==> config.mk <==
export PLATFORM = sky130hd
export DESIGN_NAME = pmic_core
export DESIGN_NICKNAME = d
export VERILOG_FILES = /design/src/design/pmic_rst_filter.v /design/src/design/pmic_core.v
export VERILOG_INCLUDE_DIRS = /design/src /design/src/design
export SDC_FILE = /design/constraint.sdc
export NUM_CORES = 1
export LEC_CHECK = 0
export BUFFER_PORTS_ARGS = -buffer_cell sky130_fd_sc_hd__buf_2
export CAP_MARGIN = 5
export CORE_MARGIN = 4
export CORE_UTILIZATION = 50
export CTS_CLUSTER_SIZE = 40
export DETAILED_ROUTE_END_ITERATION = 8
export PLACE_DENSITY = 0.74
export SLEW_MARGIN = 20
export SYNTH_ARGS = -nofsm -noshare
export SYNTH_HDL_FRONTEND = slang
export SYNTH_SLANG_ARGS = --single-unit
==> constraint.sdc <==
create_clock -name clk_i -period 1.95 [get_ports clk_i]
set_input_delay 0.195 -clock clk_i [delete_from_list [all_inputs] [get_ports clk_i]]
set_output_delay 0.195 -clock clk_i [all_outputs]
set_load 0.01 [all_outputs]
==> src/design/pmic_map.vh <==
`ifndef PMIC_MAP_VH
`define PMIC_MAP_VH

// ==========================================
// Register offsets
`define PMIC_ADDR_PWR 4'h0
`define PMIC_ADDR_IRQ_EN 4'h1
`define PMIC_ADDR_PRIO_LOW 4'h2
`define PMIC_ADDR_EXT_CTRL 4'h3
`define PMIC_ADDR_TRIG 4'h4
`define PMIC_ADDR_FLAGS 4'h5
`define PMIC_ADDR_EVT_STAT 4'h6
`define PMIC_ADDR_EVT_EN 4'h7
`define PMIC_ADDR_EVT_CLR 4'h8
`define PMIC_ADDR_STATE 4'h9

// ==========================================
// Field positions
`define PMIC_PWR_IDLE 0
`define PMIC_PWR_DOWN 1
`define PMIC_EN_GLOBAL 7
`define PMIC_XI_IT2 0
`define PMIC_XI_IE2 1
`define PMIC_XI_EX2 2
`define PMIC_XI_PX2 3
`define PMIC_XI_IT3 4
`define PMIC_XI_IE3 5
`define PMIC_XI_EX3 6
`define PMIC_XI_PX3 7
`define PMIC_FL_EXT0 0
`define PMIC_FL_T0 1
`define PMIC_FL_EXT1 2
`define PMIC_FL_T1 3
`define PMIC_FL_RX 4
`define PMIC_FL_TX 5
`define PMIC_FL_T2 6
`define PMIC_EVT_IDLE_WAKE 0
`define PMIC_EVT_PD_WAKE 1
`define PMIC_EVT_RESET 2
`define PMIC_EVT_VECTOR 3

// ==========================================
// Reset values, vector base and timing
`define PMIC_RESET_BYTE 8'h00
`define PMIC_RESET_PC 16'h0000
`define PMIC_VEC_BASE 16'h0003
`define PMIC_RST_MIN_CLKS 5'd24

`endif

==> src/design/pmic_rst_filter.v <==
`include "pmic_map.vh"

module pmic_rst_filter (
  // Clock and reset
  input wire clk_i,
  input wire reset_i,
  // Reset pin
  input wire pin_i,
  // Qualified reset
  output wire valid_o
);

  reg [4:0] cnt_r;
  reg valid_r;

  // ==========================================
  // High-time qualification
  // RULE_04: 24 consecutive highs
  always @(posedge clk_i) begin
    if (reset_i || !pin_i) begin
      cnt_r <= 5'h00;
      valid_r <= 1'b0;
    end else if (cnt_r == `PMIC_RST_MIN_CLKS - 5'h01) begin
      valid_r <= 1'b1;
    end else begin
      cnt_r <= cnt_r + 5'h01;
    end
  end

  assign valid_o = valid_r;

endmodule // pmic_rst_filter

==> src/design/pmic_core.v <==
// What this block does
// RULE_01: Idle bit set enters idle after instruction
// RULE_02: Idle stops only the CPU clock
// RULE_03: Enabled interrupt clears idle bit, wakes
// RULE_04: Reset pin needs 24 high clocks
// RULE_05: Reset loads PC zero, registers default
// RULE_06: Power-down bit stops all clocks, pins hold
// RULE_07: Reset pin ends power-down, restarts at zero
// RULE_08: Watchdog cannot end power-down
// RULE_09: Level-mode enabled external pin wakes power-down
// RULE_10: Woken external source then gets serviced
// RULE_11: Each source has own priority bit
// RULE_12: Preempt only by strictly higher priority
// RULE_13: Higher level wins simultaneous requests
// RULE_14: Fixed polling order for same level
// RULE_15: Eight fixed vector addresses
// RULE_16: Rank external0 first, external3 last
// RULE_17: Only external sources wake power-down
// RULE_18: Hardware clears external and timer0/1 flags
`include "pmic_map.vh"

module pmic_core (
  // Clock and reset
  input wire clk_i,
  input wire reset_i,
  // Register port
  input wire [3:0] addr_i,
  input wire [7:0] wdata_i,
  input wire wr_i,
  input wire rd_i,
  output wire [7:0] rdata_o,
  // CPU side
  input wire instr_end_i,
  input wire irq_ack_i,
  input wire reti_i,
  output wire irq_req_o,
  output wire [15:0] irq_vector_o,
  output wire cpu_clk_en_o,
  output wire periph_clk_en_o,
  output wire ports_hold_o,
  output wire cpu_reset_o,
  output wire [15:0] reset_pc_o,
  // Reset sources
  input wire ext_rst_i,
  input wire wdt_rst_i,
  // Interrupt sources
  input wire [3:0] ext_n_i,
  input wire timer0_ovf_i,
  input wire timer1_ovf_i,
  input wire timer2_ovf_i,
  input wire serial_rx_i,
  input wire serial_tx_i,
  // Event interrupt
  output wire irq_o
);

  localparam [2:0] ST_RUN = 3'h1;
  localparam [2:0] ST_IDLE = 3'h2;
  localparam [2:0] ST_PD = 3'h4;

  // ==========================================
  // Helpers
  // Lowest set bit wins: index 0 is ranked highest
  function [3:0] pmic_first;
    input [7:0] req;
    integer k;
    begin
      pmic_first = 4'h0;
      for (k = 7; k >= 0; k = k - 1) begin
        if (req[k]) begin
          pmic_first = {1'b1, k[2:0]};
        end
      end
    end
  endfunction

  function [15:0] pmic_vector;
    input [2:0] idx;
    begin
      pmic_vector = `PMIC_VEC_BASE | {10'h000, idx, 3'h0};
    end
  endfunction

  // ==========================================
  // State
  reg [2:0] state_r;
  reg [2:0] state_nxt;
  reg [7:0] power_control_reg;
  reg [7:0] irq_en_r;
  reg [7:0] priority_low_reg;
  reg [7:0] extra_ext_irq_control;
  reg [1:0] trig_r;
  reg [6:0] flags_r;
  reg [6:0] flags_nxt;
  reg [3:0] ext_flag_r;
  reg [3:0] ext_prev_r;
  reg [3:0] evt_stat_r;
  reg [3:0] evt_en_r;
  reg [1:0] in_srv_r;
  reg req_r;
  reg sel_lvl_r;
  reg [2:0] sel_idx_r;
  reg [15:0] vector_r;
  reg [7:0] rdata_r;
  reg cpu_reset_r;
  reg [3:0] evt_set;

  wire rst_valid;
  wire sys_rst;
  wire [3:0] trig;
  wire [3:0] ext_ack;
  wire [3:0] ext_flag_nxt;
  wire [7:0] pend;
  wire [7:0] enab;
  wire [7:0] prio;
  wire [7:0] cand;
  wire [3:0] pick_hi;
  wire [3:0] pick_lo;
  wire use_hi;
  wire use_lo;
  wire sel_valid;
  wire [2:0] sel_idx;
  wire pd_wake;
  wire ack_ok;

  pmic_rst_filter u_rst_filter (
    .clk_i(clk_i),
    .reset_i(reset_i),
    .pin_i(ext_rst_i),
    .valid_o(rst_valid)
  );

  // ==========================================
  // Reset sources
  // RULE_08: watchdog masked in power-down
  assign sys_rst = reset_i | rst_valid | (wdt_rst_i & ~state_r[2]);

  // ==========================================
  // External pins
  assign trig = {extra_ext_irq_control[`PMIC_XI_IT3], extra_ext_irq_control[`PMIC_XI_IT2],
                 trig_r};
  assign ack_ok = irq_ack_i & req_r;

  genvar g;
  generate
    for (g = 0; g < 4; g = g + 1) begin : g_ext
      // Source index in ranking order: 0, 2, 6, 7
      localparam [2:0] SRC = (g == 0) ? 3'h0 : (g == 1) ? 3'h2 : (g == 2) ? 3'h6 : 3'h7;
      // RULE_18: cleared when vectored
      assign ext_ack[g] = ack_ok & (sel_idx_r == SRC);
      // Level mode follows the pin; edge mode latches a falling edge
      assign ext_flag_nxt[g] = !trig[g] ? ~ext_n_i[g] :
                               ((ext_prev_r[g] & ~ext_n_i[g]) | (ext_flag_r[g] & ~ext_ack[g]));
    end
  endgenerate

  // ==========================================
  // Arbitration
  assign pend = {ext_flag_r[3], ext_flag_r[2], flags_r[`PMIC_FL_T2],
                 flags_r[`PMIC_FL_RX] | flags_r[`PMIC_FL_TX], flags_r[`PMIC_FL_T1],
                 ext_flag_r[1], flags_r[`PMIC_FL_T0], ext_flag_r[0]};
  assign enab = {extra_ext_irq_control[`PMIC_XI_EX3], extra_ext_irq_control[`PMIC_XI_EX2],
                 irq_en_r[5:0]};
  // RULE_11: one priority bit per source
  assign prio = {extra_ext_irq_control[`PMIC_XI_PX3], extra_ext_irq_control[`PMIC_XI_PX2],
                 priority_low_reg[5:0]};
  assign cand = pend & enab & {8{irq_en_r[`PMIC_EN_GLOBAL]}};
  // RULE_14: polling order within a level
  // RULE_16: external 0 ranked first
  assign pick_hi = pmic_first(cand & prio);
  assign pick_lo = pmic_first(cand & ~prio);
  // RULE_12: strictly higher level preempts
  // RULE_13: high level served first
  assign use_hi = pick_hi[3] & ~in_srv_r[1];
  assign use_lo = ~pick_hi[3] & pick_lo[3] & (in_srv_r == 2'h0);
  assign sel_valid = use_hi | use_lo;
  assign sel_idx = use_hi ? pick_hi[2:0] : pick_lo[2:0];

  // RULE_09: enabled, global on, level mode
  // RULE_17: only external sources considered
  assign pd_wake = |(cand & {~trig[3], ~trig[2], 3'h0, ~trig[1], 1'b0, ~trig[0]});

  // ==========================================
  // Power mode machine
  always @* begin
    state_nxt = state_r;
    evt_set = 4'h0;
    case (state_r)
      ST_RUN: begin
        // RULE_06: power-down after the writing instruction
        if (instr_end_i && power_control_reg[`PMIC_PWR_DOWN]) begin
          state_nxt = ST_PD;
        // RULE_01: idle after the writing instruction
        end else if (instr_end_i && power_control_reg[`PMIC_PWR_IDLE]) begin
          state_nxt = ST_IDLE;
        end
      end
      ST_IDLE: begin
        // RULE_03: any enabled request wakes
        if (cand != 8'h00) begin
          state_nxt = ST_RUN;
          evt_set[`PMIC_EVT_IDLE_WAKE] = 1'b1;
        end
      end
      ST_PD: begin
        // RULE_10: wake to run, request then served
        if (pd_wake) begin
          state_nxt = ST_RUN;
          evt_set[`PMIC_EVT_PD_WAKE] = 1'b1;
        end
      end
      default: begin
        state_nxt = ST_RUN;
      end
    endcase
    if (ack_ok) begin
      evt_set[`PMIC_EVT_VECTOR] = 1'b1;
    end
  end

  // ==========================================
  // Flags of timers and serial port
  always @* begin
    flags_nxt = flags_r;
    if (wr_i && addr_i == `PMIC_ADDR_FLAGS) begin
      flags_nxt = wdata_i[6:0];
    end
    // RULE_18: timer 0/1 cleared when vectored
    if (ack_ok && sel_idx_r == 3'h1) begin
      flags_nxt[`PMIC_FL_T0] = 1'b0;
    end
    if (ack_ok && sel_idx_r == 3'h3) begin
      flags_nxt[`PMIC_FL_T1] = 1'b0;
    end
    // Hardware set wins over any clear in the same cycle
    flags_nxt[`PMIC_FL_T0] = flags_nxt[`PMIC_FL_T0] | timer0_ovf_i;
    flags_nxt[`PMIC_FL_T1] = flags_nxt[`PMIC_FL_T1] | timer1_ovf_i;
    flags_nxt[`PMIC_FL_T2] = flags_nxt[`PMIC_FL_T2] | timer2_ovf_i;
    flags_nxt[`PMIC_FL_RX] = flags_nxt[`PMIC_FL_RX] | serial_rx_i;
    flags_nxt[`PMIC_FL_TX] = flags_nxt[`PMIC_FL_TX] | serial_tx_i;
  end

  // ==========================================
  // Main registers
  always @(posedge clk_i) begin
    cpu_reset_r <= sys_rst;
    // RULE_04: qualified pin reset also ends idle
    // RULE_05: registers return to defaults
    // RULE_07: pin reset leaves power-down to run
    if (sys_rst) begin
      state_r <= ST_RUN;
      power_control_reg <= `PMIC_RESET_BYTE;
      irq_en_r <= `PMIC_RESET_BYTE;
      priority_low_reg <= `PMIC_RESET_BYTE;
      extra_ext_irq_control <= `PMIC_RESET_BYTE;
      trig_r <= 2'h0;
      flags_r <= 7'h00;
      ext_flag_r <= 4'h0;
      ext_prev_r <= 4'hf;
      evt_en_r <= 4'h0;
      in_srv_r <= 2'h0;
      req_r <= 1'b0;
      sel_lvl_r <= 1'b0;
      sel_idx_r <= 3'h0;
      vector_r <= `PMIC_RESET_PC;
    end else begin
      state_r <= state_nxt;
      ext_prev_r <= ext_n_i;
      ext_flag_r <= ext_flag_nxt;
      flags_r <= flags_nxt;
      if (wr_i && addr_i == `PMIC_ADDR_PWR) begin
        power_control_reg <= {6'h00, wdata_i[1:0]};
      end else if (state_r == ST_IDLE && state_nxt == ST_RUN) begin
        // RULE_03: wake clears the idle bit
        power_control_reg[`PMIC_PWR_IDLE] <= 1'b0;
      end else if (state_r == ST_PD && state_nxt == ST_RUN) begin
        power_control_reg[`PMIC_PWR_DOWN] <= 1'b0;
      end
      if (wr_i && addr_i == `PMIC_ADDR_IRQ_EN) begin
        irq_en_r <= {wdata_i[7], 1'b0, wdata_i[5:0]};
      end
      if (wr_i && addr_i == `PMIC_ADDR_PRIO_LOW) begin
        priority_low_reg <= {2'h0, wdata_i[5:0]};
      end
      if (wr_i && addr_i == `PMIC_ADDR_EXT_CTRL) begin
        extra_ext_irq_control <= wdata_i;
      end
      if (wr_i && addr_i == `PMIC_ADDR_TRIG) begin
        trig_r <= wdata_i[1:0];
      end
      if (wr_i && addr_i == `PMIC_ADDR_EVT_EN) begin
        evt_en_r <= wdata_i[3:0];
      end
      // Service level stack: ack pushes, return pops the top level
      if (ack_ok) begin
        in_srv_r[sel_lvl_r] <= 1'b1;
      end else if (reti_i) begin
        if (in_srv_r[1]) begin
          in_srv_r[1] <= 1'b0;
        end else begin
          in_srv_r[0] <= 1'b0;
        end
      end
      // Request drops for a cycle after an ack so a stale choice is never re-offered
      req_r <= sel_valid & (state_nxt == ST_RUN) & ~ack_ok;
      if (!req_r || ack_ok) begin
        sel_lvl_r <= use_hi;
        sel_idx_r <= sel_idx;
        // RULE_15: vector from source index
        vector_r <= pmic_vector(sel_idx);
      end
    end
  end

  // ==========================================
  // External 2/3 flags read back in place of the stored bits
  wire [7:0] ext_ctrl_rd;
  assign ext_ctrl_rd = {extra_ext_irq_control[7:6], ext_flag_r[3], extra_ext_irq_control[4:2],
                        ext_flag_r[2], extra_ext_irq_control[0]};

  // ==========================================
  // Event status, sticky; a set wins over a clear
  always @(posedge clk_i) begin
    if (reset_i) begin
      evt_stat_r <= 4'h0;
    end else begin
      evt_stat_r <= (evt_stat_r &
                     ~((wr_i && addr_i == `PMIC_ADDR_EVT_CLR) ? wdata_i[3:0] : 4'h0)) |
                    evt_set | {1'b0, rst_valid, 2'h0};
    end
  end

  // ==========================================
  // Read port, data valid the cycle after the strobe
  always @(posedge clk_i) begin
    if (reset_i) begin
      rdata_r <= 8'h00;
    end else if (rd_i) begin
      case (addr_i)
        `PMIC_ADDR_PWR: rdata_r <= power_control_reg;
        `PMIC_ADDR_IRQ_EN: rdata_r <= irq_en_r;
        `PMIC_ADDR_PRIO_LOW: rdata_r <= priority_low_reg;
        `PMIC_ADDR_EXT_CTRL: rdata_r <= {ext_ctrl_rd[7:6], ext_ctrl_rd[5], ext_ctrl_rd[4:0]};
        `PMIC_ADDR_TRIG: rdata_r <= {6'h00, trig_r};
        `PMIC_ADDR_FLAGS: rdata_r <= {1'b0, flags_r[6:3], ext_flag_r[1], flags_r[1],
                                      ext_flag_r[0]};
        `PMIC_ADDR_EVT_STAT: rdata_r <= {4'h0, evt_stat_r};
        `PMIC_ADDR_EVT_EN: rdata_r <= {4'h0, evt_en_r};
        `PMIC_ADDR_STATE: rdata_r <= {sel_idx_r, in_srv_r, state_r};
        default: rdata_r <= 8'h00;
      endcase
    end else begin
      rdata_r <= 8'h00;
    end
  end

  // ==========================================
  // Outputs
  assign rdata_o = rdata_r;
  assign irq_req_o = req_r;
  assign irq_vector_o = vector_r;
  // RULE_02: only CPU clock gated in idle
  assign cpu_clk_en_o = state_r[0];
  // RULE_06: every clock stopped in power-down
  assign periph_clk_en_o = ~state_r[2];
  assign ports_hold_o = ~state_r[0];
  assign cpu_reset_o = cpu_reset_r;
  // RULE_05: restart address
  assign reset_pc_o = `PMIC_RESET_PC;
  assign irq_o = |(evt_stat_r & evt_en_r);

endmodule // pmic_core

==> flow_summary_export.csv <==
group,metric,value,unit
sta,finClkSkew,0.0131,ns
cts,cts.clk_slew.worst_paths,0.08,ns
global_routing,grt_usage,0.246,
finish,antenna_cells,0,
detailed_routing,num_vias,3476,
sta,period_minus_slack,1.75,ns
synth,synth_cell_types,59,
floorplan,rows,31,
sta,relSlewSlack,0.618,
power,total_power,0.00287,W
critical_path,r2r-start,"irq_en_r[7]",
global_routing,first_global_vias,3194,
place,io_buffers,48,
cts,cts.path.max_buffers,2,
finish,fin_cells,598,
critical_path,crit_chain,"and4_1, nand2b_1, o31ai_1, nor4_1, a211o_1",
critical_path,rr_endpoint,"sel_idx_r[1]",
cts,clock_latency,0.36,ns
cts,numCtsBuffers,9,
detailed_routing,drc,0,
floorplan,die_y,94.1,microns
synth,seq_area_frac_synth,0.378,
place,place_inst,582,
floorplan,pin_count,76,
power,power_density,697,mW/mm^2
place,gp_congestion,0.960,
synth,synth_edf_count,0,
detailed_routing,drtIter0Drc,312,
detailed_routing,wl,10.4,mm
cts,cts_hold_buf,0,
cts,cts_tree,"yes",
sta,hold_violations,0,
global_routing,grt_max_degree,38,
critical_path,cp_data_required_time,2.19,ns
finish,drive_gt1_frac,0.170,
cts,htreeDepth,3,
critical_path,worstSetupPathType,"reg2reg",
floorplan,dieArea,0.00885,sq mm
synth,syn_inst,447,
floorplan,start_util,0.514,
critical_path,arrival,1.99,ns
power,leakage,1.72,nW
sta,drv_slew,0,
run_status,status,"finished clean",
global_routing,grt_first_pass_wirelength,16.6,mm
cts,cts_resized,0,
synth,yosys_register_bits,70,
critical_path,slowest_delay,0.44,ns
finish,final_cell_mix,"dfxtp_1 (69), nor2_1 (52), buf_2 (48)",
global_routing,grt_overflow,0,
critical_path,crit_fanout,22,
synth,ys.flop_type,"dfxtp_1",
cts,cts_root_buf,"clkbuf_8",
finish,mostFrequentLayoutCell,"dfxtp_1",
detailed_routing,drtPass1Iterations,5,
hold_path,min_from,"ext_n_i[2]",
place,dp_hpwl,7.72,mm
hold_path,whs_endpoint,"ext_prev_r[2]",
critical_path,r2r_slack,0.20,ns
finish,largest_reg_flops,8,
sta,tightestPinTransition,0.574,ns
cts,cts_setup_buffers,0,
flow_run,cap_violations,0,
critical_path,crit_slowest_cell,"dfxtp_2",
global_routing,antenna_found_initial,0,
hold_path,whs_path_depth,2,
sta,fmaxAchievable,572,MHz
floorplan,coreArea,0.00721,sq mm
cts,cts_sinks,70,
critical_path,worst_setup_path_start_kind,"flip-flop",
power,max-vdd-ir-drop,0.421,mV
sta,finalSetupViolCount,0,
finish,fillers,680,
sta,period_share,0.896,
detailed_routing,antenna_left,0,
synth,async_flop_share,0,
floorplan,die_w,94.1,microns
finish,final_nets,525,
detailed_routing,vias_per_cell,5.81,
finish,area_delta_synth_final,11.3,%
hold_path,worstHoldPathType,"in2reg",
sta,setup-tns-final,0,ns
critical_path,endpoint_kind,"flip-flop",
sta,grt_setup_unrepaired,"false",
synth,syn_area,0.00370,sq mm
detailed_routing,wl_per_cell,17.3,microns
synth,ys_warn_count,0,
synth,synth_area_per_cell,8.29,sq um
critical_path,ff2ff_path_depth,5,
-- kinds of logic after synthesis --
group,count (synthesis),synth area share
AND/OR/NAND/NOR,185,0.257
XOR/XNOR,3,0.00709
adder cells (fa/ha/maj),1,0.00338
flip-flops,70,0.378
AO/OA/AOI/OAI,97,0.170
buffers and inverters,58,0.0946
other,1,0.00101
multiplexers,32,0.0885
-- metal layers --
| layer | share of wire | track usage |
|---|---|---|
| met2 | 0.45 | 0.377 |
| met3 | 0.097 | 0.0553 |
| met4 | 0.022 | 0.0999 |
| met5 | 0 | 0 |
| met1 | 0.43 | 0.332 |
-- power by group --
| part | switching, W | internal, W |
|---|---|---|
| registers | 0.0000227 | 0.00145 |
| clock network | 0.000585 | 0.000589 |
| logic | 0.000147 | 0.0000810 |
| total | 0.000755 | 0.00212 |
-- per-stage QoR --
step	instance area [sq um]	util	hold WS [ns]	setup slack [ns]
after floorplan	3800	-	0.264	0.393
after global placement	3930	0.545	0.400	0.0463
after detailed placement	3930	0.545	0.406	0.0536
after CTS	4120	0.571	0.0229	0.0225
after global routing	4120	0.572	0.0459	0.0789
final	4120	0.572	0.0352	0.202
-- cells in the mapped netlist (11+ instances only) --
master    count  area share
a21oi_1      27       0.036
a22oi_1      11       0.022
buf_4        29       0.059
dfxtp_1      70        0.38
mux2i_1      29       0.078
nand2_1      34       0.034
nand2b_1     12       0.020
nand3_1      26       0.035
nand4_1      13       0.022
nor2_1       52       0.053
nor2b_1      17       0.029
o21ai_0      19       0.026
-- worst max-delay path by stage --
stage,start,endpoint,slack (ns),cells after the start
3_5_place_dp,irq_en_r[7],sel_idx_r[1],0.05,5
6_report,irq_en_r[7],sel_idx_r[1],0.20,5
3_3_place_gp,irq_en_r[7],sel_idx_r[1],0.05,5
4_1_cts,irq_en_r[7],sel_idx_r[1],0.02,5
5_1_grt,irq_en_r[7],sel_idx_r[1],0.08,5
2_1_floorplan,addr_i[0],flags_r[1],0.39,7
-- final cells by class --
cell class / instances / area [sq um] / share of cell area
multi-input cells: 345 / 2050 / 0.497
flip-flops and latches: 70 / 1400 / 0.340
repair buffers: 59 / 323 / 0.0783
clock buffers: 10 / 128 / 0.0309
well taps: 99 / 124 / 0.0300
clock inverters: 6 / 62.6 / 0.0152
inverters: 9 / 33.8 / 0.00819
-- worst max-delay path, delay by kind of cell (launching register included) --
family,cells,cell delay (ns)
flops,1,0.44
compound gates,2,0.64
simple gates,3,0.55
No activity file was read; power rests on OpenSTA's default activity.
